[src/ces_pkg.sv]
/*
 * Constants shared by the communication error supervisor: register map,
 * field positions, reset values, timing figures and the supervisor states.
 * Assumes a 20 MHz system clock and a 32-bit APB register bus.
 */
package ces_pkg;

    // ------------------------------------------------------------------
    // Timing
    // ------------------------------------------------------------------
    localparam int unsigned CLK_NS   = 50;          // 20 MHz clock period
    localparam int unsigned MS_NS    = 1000000;     // Wait-time unit: 1 ms
    localparam int unsigned MS_CYC   = MS_NS / CLK_NS;
    localparam int unsigned HOUR_MS  = 3600000;     // Backup interval in ms

    // ------------------------------------------------------------------
    // Register byte offsets
    // ------------------------------------------------------------------
    localparam logic [7:0] OFS_CTRL  = 8'h00;
    localparam logic [7:0] OFS_WAIT  = 8'h04;
    localparam logic [7:0] OFS_COUNT = 8'h08;
    localparam logic [7:0] OFS_FALLB = 8'h0C;
    localparam logic [7:0] OFS_FWDL  = 8'h10;
    localparam logic [7:0] OFS_REVL  = 8'h14;
    localparam logic [7:0] OFS_STAT  = 8'h18;
    localparam logic [7:0] OFS_SAVED = 8'h1C;

    // ------------------------------------------------------------------
    // Control register fields
    // ------------------------------------------------------------------
    localparam int unsigned CTL_ACT_LSB   = 0;      // error_stop_action [2:0]
    localparam int unsigned CTL_SCOPE_BIT = 4;      // error_reset_scope
    localparam int unsigned CTL_START_BIT = 5;      // startup_mode_select
    localparam int unsigned CTL_SPD_BIT   = 6;      // speed_limit_select

    // ------------------------------------------------------------------
    // Stop-action encodings and reset values
    // ------------------------------------------------------------------
    localparam logic [2:0]  ACT_SHUTOFF  = 3'h0;
    localparam logic [2:0]  ACT_STOP     = 3'h1;
    localparam logic [2:0]  ACT_RESTART  = 3'h2;
    localparam logic [2:0]  ACT_CONTINUE = 3'h6;
    localparam logic [15:0] WAIT_RST     = 16'h0000;
    localparam logic [15:0] ZERO16       = 16'h0000;
    localparam logic [15:0] ONE16        = 16'h0001;
    localparam logic [31:0] ZERO32       = 32'h0000_0000;

    // ------------------------------------------------------------------
    // Line supervisor states
    // ------------------------------------------------------------------
    typedef enum logic [2:0] {
        CES_OK   = 3'b001,   // Link healthy
        CES_WAIT = 3'b010,   // Fault seen, waiting time running
        CES_DECL = 3'b100    // Communication error declared
    } ces_state_e;

endpackage

[src/ces_top.sv]
/*
 * Communication error supervisor of a motor drive: debounces line faults
 * by a waiting time, applies the selected stop action, counts error
 * occurrences with hourly backup, gates error resets and picks the
 * startup operation mode. Assumes an APB master, a nonvolatile store that
 * presents its saved words in the first cycle after rst falls, and drive-side status inputs.
 */
module ces_top #(
    parameter int unsigned MS_CYCLES = ces_pkg::MS_CYC,
    parameter int unsigned HOUR_MS   = ces_pkg::HOUR_MS
) (
    input  wire logic        mclk,
    input  wire logic        rst,
    // APB slave
    input  wire logic        psel,
    input  wire logic        penable,
    input  wire logic        pwrite,
    input  wire logic [7:0]  paddr,
    input  wire logic [31:0] pwdata,
    output logic [31:0]      prdata,
    output logic             pready,
    output logic             pslverr,
    // Link and drive status
    input  wire logic        line_fault,
    input  wire logic        option_fault,
    input  wire logic        motor_stopped,
    input  wire logic        position_control,
    input  wire logic        torque_control,
    input  wire logic        reverse_dir,
    input  wire logic        freq_src_net,
    input  wire logic        cmd_src_external,
    input  wire logic        servo_on_input,
    input  wire logic        error_reset_req,
    input  wire logic        power_restore,
    input  wire logic        mode_req,
    input  wire logic        mode_req_net,
    input  wire logic        panel_start_we,
    input  wire logic        panel_start_val,
    input  wire logic        net_param_we,
    // Nonvolatile store
    input  wire logic [15:0] nv_count,
    input  wire logic        nv_startup,
    output logic             nv_save,
    output logic [15:0]      nv_save_data,
    output logic             nv_start_save,
    // Drive outcome
    output logic             output_shutoff,
    output logic             decel_req,
    output logic             fallback_active,
    output logic [15:0]      run_freq,
    output logic             line_error_trip,
    output logic             option_trip,
    output logic             fault_output,
    output logic             comm_fault_warning,
    output logic             network_mode,
    output logic             net_write_accept
);

    // ------------------------------------------------------------------
    // State
    // ------------------------------------------------------------------
    typedef struct packed {
        ces_pkg::ces_state_e st;
        logic [15:0] wait_cnt;
        logic [15:0] err_cnt;
        logic [15:0] saved;
        logic [2:0]  action;
        logic        scope;
        logic        start_sel;
        logic        spd_sel;
        logic [15:0] wait_time;
        logic [15:0] fallback;
        logic [15:0] fwd_lim;
        logic [15:0] rev_lim;
        logic [31:0] rdata;
        logic [31:0] hour_cnt;
        logic        init_done;
        logic        net_mode;
        logic        line_trip;
        logic        opt_seen;
        logic        opt_trip;
        logic        fault;
        logic        shutoff;
        logic        decel;
        logic        fb;
        logic        warn;
        logic [15:0] freq;
        logic        save;
        logic        start_save;
    } ces_state_s;

    ces_state_s r_q;
    ces_state_s r_d;
    logic       ms_tick;

    // ------------------------------------------------------------------
    // Helpers
    // ------------------------------------------------------------------
    function automatic logic is_continue(input logic [2:0] a);
        return a == ces_pkg::ACT_CONTINUE;
    endfunction

    function automatic logic is_decel(input logic [2:0] a);
        return (a == ces_pkg::ACT_STOP) || (a == ces_pkg::ACT_RESTART);
    endfunction

    ces_tick #(
        .PERIOD (MS_CYCLES)
    ) u_tick (
        .mclk (mclk),
        .rst  (rst),
        .tick (ms_tick)
    );

    // ------------------------------------------------------------------
    // Bus decode
    // ------------------------------------------------------------------
    logic wr_en;
    logic rd_setup;
    logic mapped;
    logic rst_ok;

    assign wr_en    = psel & penable & pwrite;
    assign rd_setup = psel & ~penable & ~pwrite;
    assign mapped   = (paddr[1:0] == 2'b00) && (paddr <= ces_pkg::OFS_SAVED);
    assign pready   = 1'b1;
    assign pslverr  = psel & penable & ~mapped;
    // Option resets obey the scope setting
    assign rst_ok   = error_reset_req & (~r_q.scope | r_q.net_mode);

    // ------------------------------------------------------------------
    // Next-state logic
    // ------------------------------------------------------------------
    always_comb begin
        logic        declared;
        logic        use_fb;
        logic [15:0] fb_freq;
        declared = 1'b0;
        use_fb   = 1'b0;
        fb_freq  = ces_pkg::ZERO16;
        r_d      = r_q;
        r_d.save       = 1'b0;
        r_d.start_save = 1'b0;

        // Restore saved count and startup mode once after reset
        if (!r_q.init_done) begin
            r_d.init_done = 1'b1;
            r_d.err_cnt   = nv_count;
            r_d.saved     = nv_count;
            r_d.start_sel = nv_startup;
            r_d.net_mode  = nv_startup;
        end else if (power_restore) begin
            r_d.net_mode = r_q.start_sel | r_q.net_mode;
        end else if (mode_req) begin
            r_d.net_mode = mode_req_net;    // Caller checks stop state
        end

        // Line supervisor
        case (r_q.st)
            ces_pkg::CES_OK: begin
                if (line_fault) begin
                    r_d.st       = ces_pkg::CES_WAIT;
                    r_d.wait_cnt = ces_pkg::ZERO16;
                    r_d.err_cnt  = r_q.err_cnt + ces_pkg::ONE16;
                end
            end
            ces_pkg::CES_WAIT: begin
                if (!line_fault) begin
                    r_d.st = ces_pkg::CES_OK;
                end else if (ms_tick) begin
                    if (r_q.wait_cnt >= r_q.wait_time) begin
                        r_d.st = ces_pkg::CES_DECL;
                    end else begin
                        r_d.wait_cnt = r_q.wait_cnt + ces_pkg::ONE16;
                    end
                end
            end
            ces_pkg::CES_DECL: begin
                declared = 1'b1;
                // Actions 2 and 6 resume on recovery; others hold until reset
                if (!line_fault && (is_continue(r_q.action)
                                    || r_q.action == ces_pkg::ACT_RESTART)) begin
                    r_d.st        = ces_pkg::CES_OK;
                    r_d.line_trip = 1'b0;
                    declared      = 1'b0;
                end else if (!line_fault && rst_ok) begin
                    r_d.st        = ces_pkg::CES_OK;
                    r_d.line_trip = 1'b0;
                    declared      = 1'b0;
                end
            end
            default: begin
                r_d.st = ces_pkg::CES_OK;
            end
        endcase

        // Option fault is latched until an accepted error reset
        if (option_fault) begin
            r_d.opt_seen = 1'b1;
        end else if (rst_ok) begin
            r_d.opt_seen = 1'b0;
            r_d.opt_trip = 1'b0;
        end

        // Stop actions on the updated latch, so a reset drops the trip
        r_d.shutoff = 1'b0;
        r_d.decel   = 1'b0;
        r_d.warn    = 1'b0;
        if (r_d.opt_seen && is_continue(r_q.action)) begin
            use_fb    = 1'b1;
            r_d.warn  = 1'b1;
        end else if (r_d.opt_seen && is_decel(r_q.action)) begin
            r_d.decel = ~motor_stopped;
            if (motor_stopped) begin
                r_d.opt_trip = 1'b1;
                r_d.shutoff  = 1'b1;
            end
        end else if (r_d.opt_seen) begin
            r_d.opt_trip = 1'b1;
            r_d.shutoff  = 1'b1;
        end
        if (declared && is_continue(r_q.action)) begin
            use_fb   = 1'b1;
            r_d.warn = 1'b1;
        end else if (declared && is_decel(r_q.action)) begin
            r_d.decel = r_d.decel | ~motor_stopped;
            if (motor_stopped) begin
                r_d.line_trip = 1'b1;
                r_d.shutoff   = 1'b1;
            end
        end else if (declared) begin
            r_d.line_trip = 1'b1;
            r_d.shutoff   = 1'b1;
        end
        // Action 2 shows the line trip after stop but keeps it off the fault output
        r_d.fault = r_d.opt_trip
                  | (r_d.line_trip & (r_q.action != ces_pkg::ACT_RESTART));

        // Fallback frequency selection
        if (torque_control && r_q.spd_sel) begin
            fb_freq = reverse_dir ? r_q.rev_lim : r_q.fwd_lim;
        end else begin
            fb_freq = r_q.fallback;
        end
        r_d.fb   = use_fb & freq_src_net & ~position_control;
        r_d.freq = r_d.fb ? fb_freq : ces_pkg::ZERO16;
        if (use_fb && position_control && cmd_src_external && !servo_on_input) begin
            r_d.shutoff = 1'b1;
        end

        // Hourly backup of the count
        if (ms_tick) begin
            if (r_q.hour_cnt >= 32'(HOUR_MS - 1)) begin
                r_d.hour_cnt = ces_pkg::ZERO32;
                r_d.save     = 1'b1;
                r_d.saved    = r_d.err_cnt;
            end else begin
                r_d.hour_cnt = r_q.hour_cnt + 32'h0000_0001;
            end
        end

        // Panel may rewrite the startup setting in any mode
        if (panel_start_we) begin
            r_d.start_sel  = panel_start_val;
            r_d.start_save = 1'b1;
        end

        // Register writes
        if (wr_en) begin
            case (paddr)
                ces_pkg::OFS_CTRL: begin
                    r_d.action     = pwdata[ces_pkg::CTL_ACT_LSB +: 3];
                    r_d.scope      = pwdata[ces_pkg::CTL_SCOPE_BIT];
                    r_d.start_sel  = pwdata[ces_pkg::CTL_START_BIT];
                    r_d.spd_sel    = pwdata[ces_pkg::CTL_SPD_BIT];
                    r_d.start_save = 1'b1;
                end
                ces_pkg::OFS_WAIT:  r_d.wait_time = pwdata[15:0];
                ces_pkg::OFS_COUNT: begin
                    if (pwdata[15:0] == ces_pkg::ZERO16) begin
                        r_d.err_cnt = ces_pkg::ZERO16;
                    end
                end
                ces_pkg::OFS_FALLB: r_d.fallback = pwdata[15:0];
                ces_pkg::OFS_FWDL:  r_d.fwd_lim  = pwdata[15:0];
                ces_pkg::OFS_REVL:  r_d.rev_lim  = pwdata[15:0];
                default: begin
                end
            endcase
        end

        // Read data is fetched in the setup cycle
        if (rd_setup) begin
            case (paddr)
                ces_pkg::OFS_CTRL: begin
                    r_d.rdata = {25'h000_0000, r_q.spd_sel, r_q.start_sel,
                                 r_q.scope, 1'b0, r_q.action};
                end
                ces_pkg::OFS_WAIT:  r_d.rdata = {16'h0000, r_q.wait_time};
                ces_pkg::OFS_COUNT: r_d.rdata = {16'h0000, r_q.err_cnt};
                ces_pkg::OFS_FALLB: r_d.rdata = {16'h0000, r_q.fallback};
                ces_pkg::OFS_FWDL:  r_d.rdata = {16'h0000, r_q.fwd_lim};
                ces_pkg::OFS_REVL:  r_d.rdata = {16'h0000, r_q.rev_lim};
                ces_pkg::OFS_STAT: begin
                    r_d.rdata = {21'h00_0000, r_q.st, r_q.net_mode, r_q.warn,
                                 r_q.fault, r_q.opt_trip, r_q.line_trip,
                                 r_q.shutoff, r_q.decel, r_q.fb};
                end
                ces_pkg::OFS_SAVED: r_d.rdata = {16'h0000, r_q.saved};
                default:            r_d.rdata = ces_pkg::ZERO32;
            endcase
        end
    end

    // ------------------------------------------------------------------
    // State register
    // ------------------------------------------------------------------
    always_ff @(posedge mclk or posedge rst) begin
        if (rst) begin
            r_q           <= '0;
            r_q.st        <= ces_pkg::CES_OK;
            r_q.wait_time <= ces_pkg::WAIT_RST;
        end else begin
            r_q <= r_d;
        end
    end

    // Outputs
    assign prdata             = r_q.rdata;
    assign nv_save            = r_q.save;
    assign nv_save_data       = r_q.saved;
    assign nv_start_save      = r_q.start_save;
    assign output_shutoff     = r_q.shutoff;
    assign decel_req          = r_q.decel;
    assign fallback_active    = r_q.fb;
    assign run_freq           = r_q.freq;
    assign line_error_trip    = r_q.line_trip;
    assign option_trip        = r_q.opt_trip;
    assign fault_output       = r_q.fault;
    assign comm_fault_warning = r_q.warn;
    assign network_mode       = r_q.net_mode;
    assign net_write_accept   = net_param_we & r_q.net_mode;
endmodule

[src/ces_tick.sv]
/*
 * Free-running divider that emits a one-cycle pulse every PERIOD clocks.
 * Assumes one clock and an asynchronous active-high reset.
 */
module ces_tick #(
    parameter int unsigned PERIOD = 20000
) (
    input  wire logic mclk,
    input  wire logic rst,
    output logic      tick
);

    typedef struct packed {
        logic [31:0] cnt;
        logic        tick;
    } ces_tick_s;

    ces_tick_s r_q;
    ces_tick_s r_d;

    // Count down to zero, reload and pulse
    always_comb begin
        r_d      = r_q;
        r_d.tick = 1'b0;
        if (r_q.cnt == ces_pkg::ZERO32) begin
            r_d.cnt  = 32'(PERIOD - 1);
            r_d.tick = 1'b1;
        end else begin
            r_d.cnt = r_q.cnt - 32'h0000_0001;
        end
    end

    // State register
    always_ff @(posedge mclk or posedge rst) begin
        if (rst) begin
            r_q <= '0;
        end else begin
            r_q <= r_d;
        end
    end

    assign tick = r_q.tick;

endmodule

[config.mk]
export PLATFORM = sky130hd
export DESIGN_NAME = ces_top
export DESIGN_NICKNAME = d
export VERILOG_FILES = /design/src/ces_pkg.sv /design/src/ces_top.sv /design/src/ces_tick.sv
export SDC_FILE = /design/constraint.sdc
export NUM_CORES = 1
export LEC_CHECK = 0
export ABC_AREA = 1
export BUFFER_PORTS_ARGS = -buffer_cell sky130_fd_sc_hd__buf_2
export CORE_MARGIN = 2
export CORE_UTILIZATION = 30
export CTS_BUF_LIST = sky130_fd_sc_hd__clkbuf_8
export DETAILED_ROUTE_END_ITERATION = 12
export PLACE_DENSITY = 0.48
export SKIP_LAST_GASP = 1
export SLEW_MARGIN = 20
export SYNTH_ARGS = -nofsm -noshare
export SYNTH_HDL_FRONTEND = slang
export SYNTH_HIERARCHICAL = 1
export SYNTH_SLANG_ARGS = --single-unit
[constraint.sdc]
create_clock -name mclk -period 15.6 [get_ports mclk]
set_clock_uncertainty 0.05 [all_clocks]
set_input_delay 3.12 -clock mclk [delete_from_list [all_inputs] [get_ports mclk]]
set_output_delay 3.12 -clock mclk [all_outputs]
set_load 0.01 [all_outputs]
# After elaboration in Yosys (flattened, before gate mapping)
# Cells that the tools add are included.
totals:
  input_bits: 78
  register_bits: 246
  output_inout_bits: 77
classes:
  bitwise: 20
  n_mux: 70
  order_cmp: 3
  add_sub_neg: 4
  reduce_logical: 27
  n_eq_ne: 22
ops:
  columns: ["op", "count"]
  rows:
  - ["$mux 16", 15]
  - ["$pmux 16 s8", 1]
  - ["$mux 32", 3]
  - ["$mux 66", 1]
  - ["$mux 1", 38]
  - ["$mux 35", 1]
  - ["$add 16x1->16 const B", 2]
  - ["$add 32x1->32 const B", 1]
  - ["$eq 8x5->1 const B", 4]
  - ["$ge 32x22->1 const B", 1]
  - ["$logic_not 32->1", 1]
  - ["$pmux 16 s2", 1]
  - ["$sub 32x1->32 const B", 1]
  - ["$mux 19", 1]
  - ["$eq 8x4->1 const B", 2]
  - ["$ge 16x16->1", 1]
  - ["$logic_not 16->1", 1]
  - ["$mux 3", 4]
  - ["$logic_and 1x1->1", 11]
  - ["$and 1x1->1", 10]
  - ["$reduce_and 2->1", 5]
  - ["$ne 3x3->1 const B", 3]
  - ["$pmux 3 s3", 1]
  - ["$eq 8x3->1 const B", 1]
  - ["other kinds (17)", 36]

# Longest topological paths before layout
logic_depth:
  depth_word: 13
  ltp_mapped: 16

# Hierarchy
# The synthesis kept the hierarchy.
by_module_without_submodules:
  columns: ["mod", "instances", "cells_each", "area_per_inst_um2"]
  rows:
  - ["ces_top", 1, 1475, 11175.7]
  - ["ces_tick", 1, 272, 1980.6]

# Worst setup path before layout
# No wires, ideal clock.
synth_timing:
  kind: "input to output"
  from: "input paddr[6]"
  to: "output pslverr"
  arrival_ps: 3687
  slack_ps: 8743
  required_time_ps: 12430
  path_stages: 4
  cell_sequence: "inv_1 -> nand2_1 -> o311ai_0 -> inv_1"
synth_between:
  elab_chain_len: 4
synth_lines:
  columns: ["item", "line_no", "rtl"]
  rows:
  - ["from (decl)", "ces_top.sv:18", "input wire logic [7:0] paddr,"]
  - ["$le 8x5->1", "ces_top.sv:125", "assign mapped = (paddr[1:0] == 2'b00) && (paddr <= ces_pkg::OFS_SAVED);"]
  - ["$logic_and 1x1->1", "ces_top.sv:125", null]
  - ["$not 1->1", "ces_top.sv:127", "assign pslverr = psel & penable & ~mapped;"]
  - ["$and 1x1->1", "ces_top.sv:127", null]
  - ["to (decl)", "ces_top.sv:22", "output logic pslverr,"]
# No other way between the ends.

# Worst setup path in the final report
layout_timing:
  from: "input paddr[7]"
  to: "output pslverr"
# The elaborated chain is that of the path after synthesis.

==> metrics <==
global-route wire length before repair 61.4 mm; H-tree Lvls 2; Crit. End Element output pin; DIE WIDTH ~210 µm; Placed Instances 2360; std cell rows 76; Core ar. 43200 µm²; worst setup path endpoint pslverr; Fillers 4698; area of the mapped netlist 13200 µm²; cts hold-fix bufs 0; Layout Cells excl Fill between 2000 and 2500; r2r setup slk between 10 and 15 ns; wire per inst 16.0 µm; drt drc 0; relative slew slack 0.350; FF+latch count, synth 230; placed wire-length estimate 28.4 mm; Final Setup Violations 0; CTS tree built; Initial DRC Count 902; CTS buffer count 43; worst vdd rail ir drop 62.3 µV; worst flop-to-flop path startpoint r_q[28]; Met2 Wirelength between 15 and 20 mm; Worst-path clk slew 0.05 ns; Cells after Synth 1747; crit share post-route 0.454; Area Growth Syn to Fin 11.5%; Crit Path Max Fanout 3; post-synthesis sequential area ratio 0.438; Skew-Pair Late Insertion Delay 0.58 ns; met1 wire length 19.2 mm; Max Clk Rate roughly 140 MHz; largest net degree at the start of global routing around 130; Tightest Pin Transition 0.975 ns; total track usage 0.174; vias in the first global route 10800; number of routed nets with antenna violations 0; global route total overflow 0; count of pins over their slew limit 0; via-per-instance ratio ~4.6; max_cap viols 0; unique cell type count in the Yosys netlist between 50 and 60; Worst Path Class, Setup primary input to output pin; Final #Nets 1918; Hold Path Class register to register; met3 routed WL 2.30 mm; Post-synth ARST share 1.00; via count 11200; FF-to-FF path depth 11; top layer used by detailed routing met4; leakage power 7.30 nW; post_cts resized 0; number of flops mapped to enable cells by yosys 0; DR pass1 iterations 5; die area 45500 µm²; I/O pin count between 150 and 200; Syn Area/Cell 7.53 µm²; hold_sp u_tick/r_q[1]; port bufs 121; initial antenna violation count 6; Final Hold Viols 0; pwr dens 101 nW/µm²; warnings from Yosys 6; clk root buf clkbuf_8; r2r endpoint nv_save_data[10]; CTS Buffer Depth 3; Chip Height 213 µm; clock sink count 230; fin crit period 7.09 ns; final WL 39.0 mm; RePlAce Congestion 0.842; Setup TNS 0 ns; layout cells sized above 1 0.144; Initial Utilization 0.305; Setup crit start kind primary input; RSZ-0062 raised after global routing false; CP required 12.43 ns; worst path arrival time around 3.9 ns; total setup buffers inserted after CTS 0; status finished clean; CP startpoint paddr[7]; Top FF cell, synth dfrtp_1
[Yosys cell counts, types with 16 or more instances]
cell | number | area [µm²]
ha_1 | 20 | 250
nand2_1 | 460 | 1730
buf_4 | 69 | 518
inv_1 | 207 | 777
o21ai_0 | 133 | 666
nand4_1 | 19 | 119
o22ai_1 | 25 | 156
a22oi_1 | 16 | 120
a21oi_1 | 40 | 200
nor2_1 | 227 | 852
nand2_2 | 19 | 119
dfrtp_1 | 229 | 5730
clkbuf_1 | 22 | 82.6
nor2_4 | 17 | 191
xor2_1 | 34 | 298
nor3_1 | 19 | 95.1
nand3_1 | 64 | 320
[layout by cell type, fill, tap and decap left out, drive strengths merged, types with 3 or more instances in the layout]
cell type,Yosys,layout
o2bb2ai,3,3
o22ai,25,25
a21oi,40,40
dfrtp,229,229
o21ai,147,147
xor2,34,34
conb,2,18
nor2,255,255
nor3b,5,5
a31oi,5,5
buf,92,126
o211ai,3,3
o21bai,5,5
clkbuf,22,50
ha,20,20
inv,222,243
or2,6,6
a22oi,16,16
nor3,26,26
nand4,21,21
nand3,65,65
nand2,483,483
xnor2,7,7
[report_power, final]
group          total (W)  switching (W)  internal, W  leakage, nW
Sequential      0.000663      0.0000328     0.000630         3.06
Clock           0.000571       0.000265     0.000306        0.489
Combinational   0.000242       0.000178    0.0000642         3.75
Total            0.00148       0.000476      0.00100         7.30
[state kept, by name, summed over array words and instances, names as in the netlist, 16 cells and up]
register	cells
nv_save_data	16
prdata	16
r_q	139
run_freq	16
u_tick/r_q	32
[through the flow]
step | total power [W] | cell area, µm² | hold WS, ns | utilization | setup slack, ns
after detailed placement | 0.000914 | 13800 | 0.388 | 0.321 | 8.50
after floorplan | 0.000839 | 13200 | 0.359 | - | 7.06
after global routing | 0.00155 | 14700 | 0.444 | 0.340 | 8.39
final | 0.00148 | 14700 | 0.394 | 0.340 | 8.51
after global placement | 0.000912 | 13800 | 0.378 | 0.321 | 8.51
after CTS | 0.00149 | 14700 | 0.396 | 0.339 | 8.50
[routing by layer]
| layer | vias up | track usage |
|---|---|---|
| met4 | 0 | 0.0539 |
| met3 | 60 | 0.0274 |
| met2 | 291 | 0.263 |
| li1 | 5596 | - |
| met5 | - | 0 |
| met1 | 5258 | 0.256 |
[final cells by class]
class | instances | area (µm²) | area share
Clock inverter | 24 | 126 | 0.00862
Antenna cell | 1 | 2.50 | 0.000171
Timing Repair Buffer | 126 | 643 | 0.0438
Clock buffer | 50 | 688 | 0.0469
Inverter | 223 | 847 | 0.0577
Tap cell | 585 | 732 | 0.0499
Multi-Input combinational cell | 1196 | 5870 | 0.400
Sequential cell | 230 | 5760 | 0.392
[worst min path at each step]
stage	end	depth (start not counted)
2_1_floorplan	u_tick/r_q[1]	1
3_3_place_gp	u_tick/r_q[1]	1
3_5_place_dp	u_tick/r_q[1]	1
4_1_cts	u_tick/r_q[1]	1
5_1_grt	u_tick/r_q[1]	1
6_report	u_tick/r_q[1]	1
[critical path, cell delays in order]
cell      delay (ns)
buf_2           0.10
inv_1           0.04
nand2_1         0.11
o311ai_0        0.35
inv_1           0.07
buf_2           0.14
[kinds of logic (layout without fill, tap and decap cells)]
group           Yosys count  after routing  synth area share
fa+ha+maj                20             20            0.0190
compound gates          249            249             0.104
xor+xnor                 41             41            0.0273
simple gates            868            868             0.290
buf+inv                 337            423             0.121
flops                   230            230             0.438
other cells               2             19          0.000571
No activity file was read; power rests on OpenSTA's default activity.
